## config.mk

```make
export PLATFORM = sky130hd
export DESIGN_NAME = led_indicator_ctrl
export DESIGN_NICKNAME = d
export VERILOG_FILES = /design/src/rtl/ms_tick.v /design/src/rtl/blink_timer.v /design/src/rtl/led_indicator_ctrl.v
export VERILOG_INCLUDE_DIRS = /design/src /design/src/rtl
export SDC_FILE = /design/constraint.sdc
export NUM_CORES = 1
export LEC_CHECK = 0
export BUFFER_PORTS_ARGS = -buffer_cell sky130_fd_sc_hd__buf_2
export CAP_MARGIN = 20
export CORE_ASPECT_RATIO = 2
export CORE_MARGIN = 10
export CORE_UTILIZATION = 45
export CTS_CLUSTER_SIZE = 25
export DETAILED_ROUTE_END_ITERATION = 16
export PLACE_DENSITY = 0.65
export SLEW_MARGIN = 40
export SYNTH_ARGS = -nofsm -noshare
export SYNTH_HDL_FRONTEND = slang
export SYNTH_SLANG_ARGS = --single-unit
```

## constraint.sdc

```tcl
create_clock -name ref_clk -period 4.2 [get_ports ref_clk]
set_input_delay 0.42 -clock ref_clk [delete_from_list [all_inputs] [get_ports ref_clk]]
set_output_delay 0.42 -clock ref_clk [all_outputs]
set_load 0.005 [all_outputs]
```

## src/rtl/led_defines.vh

```
`ifndef LED_DEFINES_VH
`define LED_DEFINES_VH

// ----------------------------------------------------------------------
// Register map
// ----------------------------------------------------------------------
`define ADDR_W              5
`define DATA_W              16
`define LED_INDICATOR_CONFIG 5'h18
`define LED_MANUAL_OVERRIDE  5'h19

// ----------------------------------------------------------------------
// Indicator configuration fields
// ----------------------------------------------------------------------
`define CFG_DISABLE_BIT     15
`define CFG_ON_HI           14
`define CFG_ON_LO           12
`define CFG_OFF_HI          10
`define CFG_OFF_LO          8
`define CFG_LINK_HI         4
`define CFG_LINK_LO         3
`define CFG_DUPLEX_BIT      2
`define CFG_RX_BIT          1
`define CFG_TX_BIT          0
`define CFG_ON_RESET        3'h4
`define CFG_OFF_RESET       3'h1
`define LINK_DIRECT         2'h0
`define LINK_COMBINED_A     2'h1
`define LINK_COMBINED_B     2'h2
`define LINK_MASTER_SLAVE   2'h3

// ----------------------------------------------------------------------
// Manual override fields and codes
// ----------------------------------------------------------------------
`define OVR_DUPLEX_LO       10
`define OVR_SLOW_LO         8
`define OVR_FAST_LO         6
`define OVR_SPARE_LO        4
`define OVR_RX_LO           2
`define OVR_TX_LO           0
`define OVR_NORMAL          2'h0
`define OVR_BLINK           2'h1
`define OVR_OFF             2'h2
`define OVR_ON              2'h3

// ----------------------------------------------------------------------
// Timing
// ----------------------------------------------------------------------
`define CLK_PERIOD_NS       40
`define MS_NS               1000000
// One millisecond of 40 ns cycles, sized to the divider width
`define MS_CYCLES           16'h61A8
`define DUR_W               9
`define T_10MS              9'h00A
`define T_21MS              9'h015
`define T_42MS              9'h02A
`define T_84MS              9'h054
`define T_168MS             9'h0A8
`define T_330MS             9'h14A

`endif

```

## src/rtl/ms_tick.v

```verilog
`timescale 1ns/1ps
`include "led_defines.vh"

module ms_tick #(
  parameter [15:0] DIV = 16'h61A8
) (
  input  wire ref_clk,
  input  wire rstn,
  output reg  tick_r
);

  reg [15:0] cnt_r;

  // Free running divider, one pulse per millisecond
  always @(posedge ref_clk or negedge rstn) begin
    if (!rstn) begin
      cnt_r  <= 16'h0000;
      tick_r <= 1'b0;
    end else if (cnt_r == DIV - 16'h0001) begin
      cnt_r  <= 16'h0000;
      tick_r <= 1'b1;
    end else begin
      cnt_r  <= cnt_r + 16'h0001;
      tick_r <= 1'b0;
    end
  end

endmodule

```

## src/rtl/blink_timer.v

```verilog
`timescale 1ns/1ps
`include "led_defines.vh"

module blink_timer (
  input  wire               ref_clk,
  input  wire               rstn,
  input  wire               sw_rst,
  input  wire               ms_en,
  input  wire [`DUR_W-1:0]  on_ms,
  input  wire [`DUR_W-1:0]  off_ms,
  output reg                lit_r,
  output reg                cycle_end_r
);

  reg [`DUR_W-1:0] ms_cnt_r;
  reg              phase_r;

  // Lit phase then dark phase; a changed duration applies to the running
  // phase. The visible phase lags phase_r by one cycle, so a hold cleared
  // on cycle_end_r drops on the same edge as the lit phase ends
  always @(posedge ref_clk or negedge rstn) begin
    if (!rstn) begin
      ms_cnt_r    <= {`DUR_W{1'b0}};
      phase_r     <= 1'b1;
      lit_r       <= 1'b1;
      cycle_end_r <= 1'b0;
    end else if (sw_rst) begin
      ms_cnt_r    <= {`DUR_W{1'b0}};
      phase_r     <= 1'b1;
      lit_r       <= 1'b1;
      cycle_end_r <= 1'b0;
    end else begin
      lit_r       <= phase_r;
      cycle_end_r <= 1'b0;
      if (ms_en) begin
        if (ms_cnt_r + 9'h001 >= (phase_r ? on_ms : off_ms)) begin
          ms_cnt_r    <= {`DUR_W{1'b0}};
          phase_r     <= ~phase_r;
          cycle_end_r <= phase_r;         // End of a lit phase
        end else begin
          ms_cnt_r <= ms_cnt_r + 9'h001;
        end
      end
    end
  end

endmodule

```

## src/rtl/led_indicator_ctrl.v

```verilog
// Notes on behaviour
// On-time code 1..5 gives 10,21,42,84,168 ms; 6,7 give 42; reset 4.
// Off-time code 0..4 gives 21,42,84,168,330 ms; 5..7 give 168; reset 1.
// Bit 15 of configuration disables all indicators when set; reset 0.
// Link mode bits 4:3: 00 direct, 11 master/slave, 01/10 combined.
// Duplex select bit 2: duplex only, or duplex with collision blinks.
// Receive select bit 1: receive activity, or activity combined with link.
// Transmit select bit 0: transmit activity, or any activity with link.
// LED pin high means off, low means on.
// Two-bit overrides: normal, blink, off, on for each of five indicators.
// Hardware reset loads defaults; software reset keeps programmed fields.
// Blinking alternates the programmed on-duration and off-duration.
// Global disable holds every pin high, overriding all overrides.
`timescale 1ns/1ps
`include "led_defines.vh"

module led_indicator_ctrl #(
  parameter [15:0] MS_DIV = `MS_CYCLES
) (
  input  wire               ref_clk,
  input  wire               rstn,
  input  wire               sw_rst,
  input  wire [`ADDR_W-1:0] addr,
  input  wire [`DATA_W-1:0] wr_data,
  input  wire               wr_en,
  input  wire               rd_en,
  output reg  [`DATA_W-1:0] rd_data,
  input  wire               link_up,
  input  wire               speed_100,
  input  wire               full_duplex,
  input  wire               collision,
  input  wire               rx_active,
  input  wire               tx_active,
  output reg                duplex_led_n,
  output reg                slow_link_indicator_n,
  output reg                fast_link_indicator_n,
  output reg                rx_led_n,
  output reg                tx_led_n
);

  // --------------------------------------------------------------------
  // Register state
  // --------------------------------------------------------------------
  reg        led_disable_r;
  reg [2:0]  on_code_r;
  reg [2:0]  off_code_r;
  reg [1:0]  link_mode_r;
  reg        duplex_sel_r;
  reg        rx_sel_r;
  reg        tx_sel_r;
  reg [1:0]  ovr_duplex_r;
  reg [1:0]  ovr_slow_r;
  reg [1:0]  ovr_fast_r;
  reg [1:0]  ovr_spare_r;
  reg [1:0]  ovr_rx_r;
  reg [1:0]  ovr_tx_r;

  reg        rx_hold_r;
  reg        tx_hold_r;
  reg        col_hold_r;

  wire       ms_en;
  wire       blink_lit;
  wire       cycle_end;
  wire [8:0] on_ms;
  wire [8:0] off_ms;
  wire       cfg_hit;
  wire       ovr_hit;

  reg        duplex_norm;
  reg        slow_norm;
  reg        fast_norm;
  reg        rx_norm;
  reg        tx_norm;
  reg [15:0] rd_nxt;

  // --------------------------------------------------------------------
  // Duration decode
  // --------------------------------------------------------------------

  // Code 000 is not defined for the lit time; it falls to 42 ms
  function [8:0] on_decode;
    input [2:0] code;
    begin
      case (code)
        3'h1:    on_decode = `T_10MS;
        3'h2:    on_decode = `T_21MS;
        3'h3:    on_decode = `T_42MS;
        3'h4:    on_decode = `T_84MS;
        3'h5:    on_decode = `T_168MS;
        default: on_decode = `T_42MS;
      endcase
    end
  endfunction

  // Dark time; the upper reserved codes fall to 168 ms
  function [8:0] off_decode;
    input [2:0] code;
    begin
      case (code)
        3'h0:    off_decode = `T_21MS;
        3'h1:    off_decode = `T_42MS;
        3'h2:    off_decode = `T_84MS;
        3'h3:    off_decode = `T_168MS;
        3'h4:    off_decode = `T_330MS;
        default: off_decode = `T_168MS;
      endcase
    end
  endfunction

  // Override decode: normal level, blink phase, forced off or forced on
  function lit_sel;
    input [1:0] mode;
    input       normal;
    input       blink;
    begin
      case (mode)
        `OVR_NORMAL: lit_sel = normal;
        `OVR_BLINK:  lit_sel = blink;
        `OVR_OFF:    lit_sel = 1'b0;
        `OVR_ON:     lit_sel = 1'b1;
        default:     lit_sel = normal;
      endcase
    end
  endfunction

  assign on_ms  = on_decode(on_code_r);
  assign off_ms = off_decode(off_code_r);

  // --------------------------------------------------------------------
  // Timebase and blink phase
  // --------------------------------------------------------------------

  // One shared blink phase keeps all indicators in step
  // Forced blink and activity blink share it, so lamps never drift apart
  ms_tick #(
    .DIV (MS_DIV)
  ) u_ms_tick (
    .ref_clk (ref_clk),
    .rstn    (rstn),
    .tick_r  (ms_en)
  );

  blink_timer u_blink (
    .ref_clk     (ref_clk),
    .rstn        (rstn),
    .sw_rst      (sw_rst),
    .ms_en       (ms_en),
    .on_ms       (on_ms),
    .off_ms      (off_ms),
    .lit_r       (blink_lit),
    .cycle_end_r (cycle_end)
  );

  // --------------------------------------------------------------------
  // Register writes
  // --------------------------------------------------------------------
  assign cfg_hit = (addr == `LED_INDICATOR_CONFIG);
  assign ovr_hit = (addr == `LED_MANUAL_OVERRIDE);

  // Only the hardware reset reloads defaults; software reset is ignored
  always @(posedge ref_clk or negedge rstn) begin
    if (!rstn) begin
      led_disable_r <= 1'b0;
      on_code_r     <= `CFG_ON_RESET;
      off_code_r    <= `CFG_OFF_RESET;
      link_mode_r   <= `LINK_DIRECT;
      duplex_sel_r  <= 1'b0;
      rx_sel_r      <= 1'b0;
      tx_sel_r      <= 1'b0;
    end else if (wr_en && cfg_hit) begin
      led_disable_r <= wr_data[`CFG_DISABLE_BIT];
      on_code_r     <= wr_data[`CFG_ON_HI:`CFG_ON_LO];
      off_code_r    <= wr_data[`CFG_OFF_HI:`CFG_OFF_LO];
      link_mode_r   <= wr_data[`CFG_LINK_HI:`CFG_LINK_LO];
      duplex_sel_r  <= wr_data[`CFG_DUPLEX_BIT];
      rx_sel_r      <= wr_data[`CFG_RX_BIT];
      tx_sel_r      <= wr_data[`CFG_TX_BIT];
    end
  end

  // Override fields, same reset policy as the configuration
  always @(posedge ref_clk or negedge rstn) begin
    if (!rstn) begin
      ovr_duplex_r <= `OVR_NORMAL;
      ovr_slow_r   <= `OVR_NORMAL;
      ovr_fast_r   <= `OVR_NORMAL;
      ovr_spare_r  <= 2'h0;
      ovr_rx_r     <= `OVR_NORMAL;
      ovr_tx_r     <= `OVR_NORMAL;
    end else if (wr_en && ovr_hit) begin
      ovr_duplex_r <= wr_data[`OVR_DUPLEX_LO+1:`OVR_DUPLEX_LO];
      ovr_slow_r   <= wr_data[`OVR_SLOW_LO+1:`OVR_SLOW_LO];
      ovr_fast_r   <= wr_data[`OVR_FAST_LO+1:`OVR_FAST_LO];
      ovr_spare_r  <= wr_data[`OVR_SPARE_LO+1:`OVR_SPARE_LO];
      ovr_rx_r     <= wr_data[`OVR_RX_LO+1:`OVR_RX_LO];
      ovr_tx_r     <= wr_data[`OVR_TX_LO+1:`OVR_TX_LO];
    end
  end

  // --------------------------------------------------------------------
  // Register reads
  // --------------------------------------------------------------------

  // Reserved and read-only bits return zero; unmapped addresses read zero
  always @* begin
    rd_nxt = 16'h0000;
    if (cfg_hit) begin
      rd_nxt[`CFG_DISABLE_BIT]          = led_disable_r;
      rd_nxt[`CFG_ON_HI:`CFG_ON_LO]     = on_code_r;
      rd_nxt[`CFG_OFF_HI:`CFG_OFF_LO]   = off_code_r;
      rd_nxt[`CFG_LINK_HI:`CFG_LINK_LO] = link_mode_r;
      rd_nxt[`CFG_DUPLEX_BIT]           = duplex_sel_r;
      rd_nxt[`CFG_RX_BIT]               = rx_sel_r;
      rd_nxt[`CFG_TX_BIT]               = tx_sel_r;
    end else if (ovr_hit) begin
      rd_nxt[`OVR_DUPLEX_LO+1:`OVR_DUPLEX_LO] = ovr_duplex_r;
      rd_nxt[`OVR_SLOW_LO+1:`OVR_SLOW_LO]     = ovr_slow_r;
      rd_nxt[`OVR_FAST_LO+1:`OVR_FAST_LO]     = ovr_fast_r;
      rd_nxt[`OVR_SPARE_LO+1:`OVR_SPARE_LO]   = ovr_spare_r;
      rd_nxt[`OVR_RX_LO+1:`OVR_RX_LO]         = ovr_rx_r;
      rd_nxt[`OVR_TX_LO+1:`OVR_TX_LO]         = ovr_tx_r;
    end
  end

  // Read data valid only in the cycle after the strobe
  always @(posedge ref_clk or negedge rstn) begin
    if (!rstn) begin
      rd_data <= 16'h0000;
    end else if (rd_en) begin
      rd_data <= rd_nxt;
    end else begin
      rd_data <= 16'h0000;
    end
  end

  // --------------------------------------------------------------------
  // Activity stretching
  // --------------------------------------------------------------------

  // Short packets would be invisible; hold each event until the current
  // or next lit phase ends, so it is always shown for part of a lit phase.
  // The clear lands on the edge where the lamp goes dark, so no one-cycle
  // flash or gap appears; a new event wins over the clear
  always @(posedge ref_clk or negedge rstn) begin
    if (!rstn) begin
      rx_hold_r  <= 1'b0;
      tx_hold_r  <= 1'b0;
      col_hold_r <= 1'b0;
    end else if (sw_rst) begin
      rx_hold_r  <= 1'b0;
      tx_hold_r  <= 1'b0;
      col_hold_r <= 1'b0;
    end else begin
      rx_hold_r  <= rx_active | (rx_hold_r & ~cycle_end);
      tx_hold_r  <= tx_active | (tx_hold_r & ~cycle_end);
      col_hold_r <= collision | (col_hold_r & ~cycle_end);
    end
  end

  // --------------------------------------------------------------------
  // Normal indicator levels
  // --------------------------------------------------------------------

  // Activity shown as the blink pattern while an event is held
  always @* begin
    duplex_norm = full_duplex;
    if (duplex_sel_r && col_hold_r) begin
      duplex_norm = blink_lit;
    end
    if (rx_sel_r) begin
      rx_norm = link_up & (rx_hold_r ? blink_lit : 1'b1);
    end else begin
      rx_norm = rx_hold_r & blink_lit;
    end
    if (tx_sel_r) begin
      tx_norm = link_up &
                ((rx_hold_r | tx_hold_r) ? blink_lit : 1'b1);
    end else begin
      tx_norm = tx_hold_r & blink_lit;
    end
    case (link_mode_r)
      `LINK_DIRECT: begin
        slow_norm = link_up & ~speed_100;
        fast_norm = link_up & speed_100;
      end
      `LINK_COMBINED_A: begin
        slow_norm = link_up & ~speed_100 &
                    ((rx_hold_r | tx_hold_r) ? blink_lit : 1'b1);
        fast_norm = link_up & speed_100 &
                    ((rx_hold_r | tx_hold_r) ? blink_lit : 1'b1);
      end
      `LINK_COMBINED_B: begin
        slow_norm = link_up &
                    ((rx_hold_r | tx_hold_r) ? blink_lit : 1'b1);
        fast_norm = link_up & speed_100;
      end
      `LINK_MASTER_SLAVE: begin
        slow_norm = link_up & ~speed_100;
        fast_norm = link_up;
      end
      default: begin
        slow_norm = 1'b0;
        fast_norm = 1'b0;
      end
    endcase
  end

  // --------------------------------------------------------------------
  // Pin drivers
  // --------------------------------------------------------------------

  // Pins are active low; disable wins over every override
  // Registered so a decode change never glitches a lamp
  always @(posedge ref_clk or negedge rstn) begin
    if (!rstn) begin
      duplex_led_n          <= 1'b1;
      slow_link_indicator_n <= 1'b1;
      fast_link_indicator_n <= 1'b1;
      rx_led_n              <= 1'b1;
      tx_led_n              <= 1'b1;
    end else if (led_disable_r) begin
      duplex_led_n          <= 1'b1;
      slow_link_indicator_n <= 1'b1;
      fast_link_indicator_n <= 1'b1;
      rx_led_n              <= 1'b1;
      tx_led_n              <= 1'b1;
    end else begin
      duplex_led_n <=
        ~lit_sel(ovr_duplex_r, duplex_norm, blink_lit);
      slow_link_indicator_n <=
        ~lit_sel(ovr_slow_r, slow_norm, blink_lit);
      fast_link_indicator_n <=
        ~lit_sel(ovr_fast_r, fast_norm, blink_lit);
      rx_led_n <=
        ~lit_sel(ovr_rx_r, rx_norm, blink_lit);
      tx_led_n <=
        ~lit_sel(ovr_tx_r, tx_norm, blink_lit);
    end
  end

endmodule

```

==> run summary <==
Fillcell total - 763
Initial Utilization - 0.457
Die width - 84.7 µm
Clock Sinks - 77
Leakage - 2.18 nW
1st-iter DRT viols - 111
DPL Wire Length - 6.26 mm
N_diodes - 0
Vias/cell - 5.49
Post-synth EDFFs - 0
Area of the die - 12600 µm²
H-Tree Level Count - 3
#FFs+latches synth - 77
GRT overflow - 0
Comb power frac - 0.127
Cells along the critical path - ha_1 > nand3_2 > nor2_2 > and3_1 > xnor2_1 > inv_1 > ha_1 > a21oi_1 > o21a_2 > o21ai_1 > or4_1 > a21oi_1
CP Max Fanout - 9
Final Hold Fails - 0
Syn Inst Count - 346
Critical setup path kind - reg -> reg
Post-synthesis to final-layout area growth - 18.5%
Slew HR - 0.523
Internal power - 1.48 mW
DRC viols - 0
Switching part of the total - 0.257
Sequential share of power - 0.444
CTS Buf Count - 9
Ys Warns - 0
Min cycle time layout - 3000 ps
Finished Layout Cells - 504
Placed Cells - 488
Final instance area - 4460 µm²
NetSw - 0.513 mW
Post-CTS sizing - 0
CTS clk-pin slew, worst paths - 60 ps
I/O Buffers - 52
Mapped Avg Cell Area - 10.9 µm²
Chip height - 149 µm
Area after DPL - 4130 µm²
CP max stage delay - 480 ps
CTS tree - done
First-pass GRT wire length - 13.9 mm
CTS Buffer Depth - 2
Post-Route WL - 8.39 mm
Most common cell in the netlist - dfrtp_1
Critical path required time - 4460 ps
Ys flop type - dfrtp_1
Initial antenna violation count - 0
RePlAce Congestion - 0.831
Max Cap Viol - 0
Leading area contributor after synthesis - dfrtp_1
Count of cell types in the netlist - 56
Worst Tran Pin Value - 713 ps
Tot Pwr - 2.00 mW
TNS Setup - 0 ps
Async SR Flop Fraction - 1.00
Post-CTS Hold Buffers - 0
Clk network pwr share - 0.428
Area contributors post-synth - dfrtp_1 45%, mux2_2 6.9%, dfstp_2 6.3%
CP Data Arrival Time - 3250 ps
Vias in the first global route - 2882
Final net count - 448
Final Hold Slack - 92.6 ps
Most frequent cells after synthesis - 68 x dfrtp_1, 38 x nor2_1, 24 x nand2_1, 23 x mux2_2, 19 x a21oi_1
Final Cycle Share - 0.713
Seq/Total Area, Yosys - 0.515
Post-CTS Setup Inserts - 0
Ratio of cells with drive above 1 in the final layout - 0.278
Skew final - 5.96 ps
Worst Setup Start Kind - flip-flop
Final Max Slew Viols - 0
Via count - 2768
Final antenna-violating net count - 0
Net Count, Synth - 393
Critical path's slowest cell - or4_1
Rows - 47
CP Capture Type - flip-flop
Root Buffer Master - clkbuf_16
Ports - 53
Skew-Pair Late Insertion Delay - 330 ps
FMAX - 334 MHz
Count of final setup violators - 0
R2R cell count - 12
Mapped Area - 3760 µm²
All-Layer GR Usage - 0.137
Peak supply drop - 0.265 mV
Power per Cell Area - 448 nW/µm²
Top cell type's share of synthesized area - 0.452
Unrepaired setup endpoints after global routing - no
Hold crit path type - in -> async
Status - finished, final reports clean
Largest net degree at the start of global routing - 78
Wire length per cell - 16.6 µm
DRT Pass-1 Iters - 4
Core Region - 8230 µm²
power groups by stage:
stage	sequential, mW	combinational (mW)	clock [mW]
6_report	0.887	0.254	0.855
5_1_grt	0.897	0.290	0.907
4_1_cts	0.887	0.258	0.875
3_5_place_dp	0.900	0.258	0
3_3_place_gp	0.896	0.247	0
2_1_floorplan	0.874	0.184	0
flip-flops by register name (all words and copies together) (netlist names), 2 cells and up:
register / count
link_mode_r: 2
off_code_r: 3
on_code_r: 3
ovr_duplex_r: 2
ovr_fast_r: 2
ovr_rx_r: 2
ovr_slow_r: 2
ovr_spare_r: 2
ovr_tx_r: 2
rd_data: 16
u_blink.ms_cnt_r: 9
u_ms_tick.cnt_r: 16
worst paths after layout:
path                                                 start                         endpoint  slack, ps
max                        u_blink.ms_cnt_r[0]$_DFFE_PN0P_  u_blink.ms_cnt_r[0]$_DFFE_PN0P_       1200
min                                                   rstn            rd_data[15]$_DFF_PN0_         90
max reg2reg                u_blink.ms_cnt_r[0]$_DFFE_PN0P_  u_blink.ms_cnt_r[0]$_DFFE_PN0P_       1200
min reg2reg                   u_ms_tick.cnt_r[0]$_DFF_PN0_     u_ms_tick.cnt_r[0]$_DFF_PN0_        470
max in group asynchronous                             rstn    u_ms_tick.cnt_r[10]$_DFF_PN0_       3610
min in group ref_clk                            wr_data[0]          ovr_tx_r[0]$_DFFE_PN0P_        310
per-stage QoR:
stage	setup WS, ps	utilization
after floorplan	1510	-
after global placement	1290	0.501
after detailed placement	1190	0.501
after CTS	1180	0.542
after global routing	988	0.542
final	1200	0.542
layout make-up:
type	count	area, µm²	area share
flip-flops and latches	77	1940	0.435
multi-input cells	246	1740	0.389
repair buffers	54	282	0.0631
clock buffers	10	239	0.0536
well taps	98	123	0.0275
clock inverters	6	93.8	0.0210
inverters	13	48.8	0.0109
critical path, delay by kind of cell (launching register included):
family / cells / cell delay, ps
simple gates: 4 / 1030
compound gates: 4 / 660
fa+ha+maj: 2 / 590
flops: 1 / 420
xor+xnor: 1 / 140
buf+inv: 1 / 70
kinds of logic after synthesis:
group | synth area share
buffers and inverters | 0.0239
AOI/OAI and AO/OA | 0.123
DFF | 0.515
adders and majority gates | 0.0499
xor gates and xnor gates | 0.0535
and+or+nand+nor | 0.164
muxes | 0.0715
per-layer routing:
layer,share of wire,wire length [µm],vias to the layer above,GRT usage
met5,0,0,-,0
met4,0.017,144,0,0.0571
met3,0.049,412,10,0.0427
met2,0.57,4780,59,0.257
met1,0.36,3060,1353,0.131
li1,-,-,1346,-
cell usage in the layout (no fill, tap or decap), drive strengths merged, types with 2 or more instances in the layout:
master,Yosys,layout
xnor2,12,12
o21ai,14,14
nand3,9,9
or4,3,3
a31oi,2,2
nor2,39,39
o32ai,2,2
dfstp,9,9
a22o,9,9
ha,15,15
xor2,11,11
nand2b,4,4
and3,7,7
clkbuf,7,10
nor3,5,5
inv,13,15
nand4,5,5
a21o,2,2
bufinv,0,2
nor4b,2,2
mux2,23,23
nor3b,4,4
a21oi,19,19
o2111ai,3,3
or3,2,2
and2,9,9
dfrtp,68,68
nand2,24,24
o221ai,3,3
buf,3,54
Power figures use the tool's default switching activity.
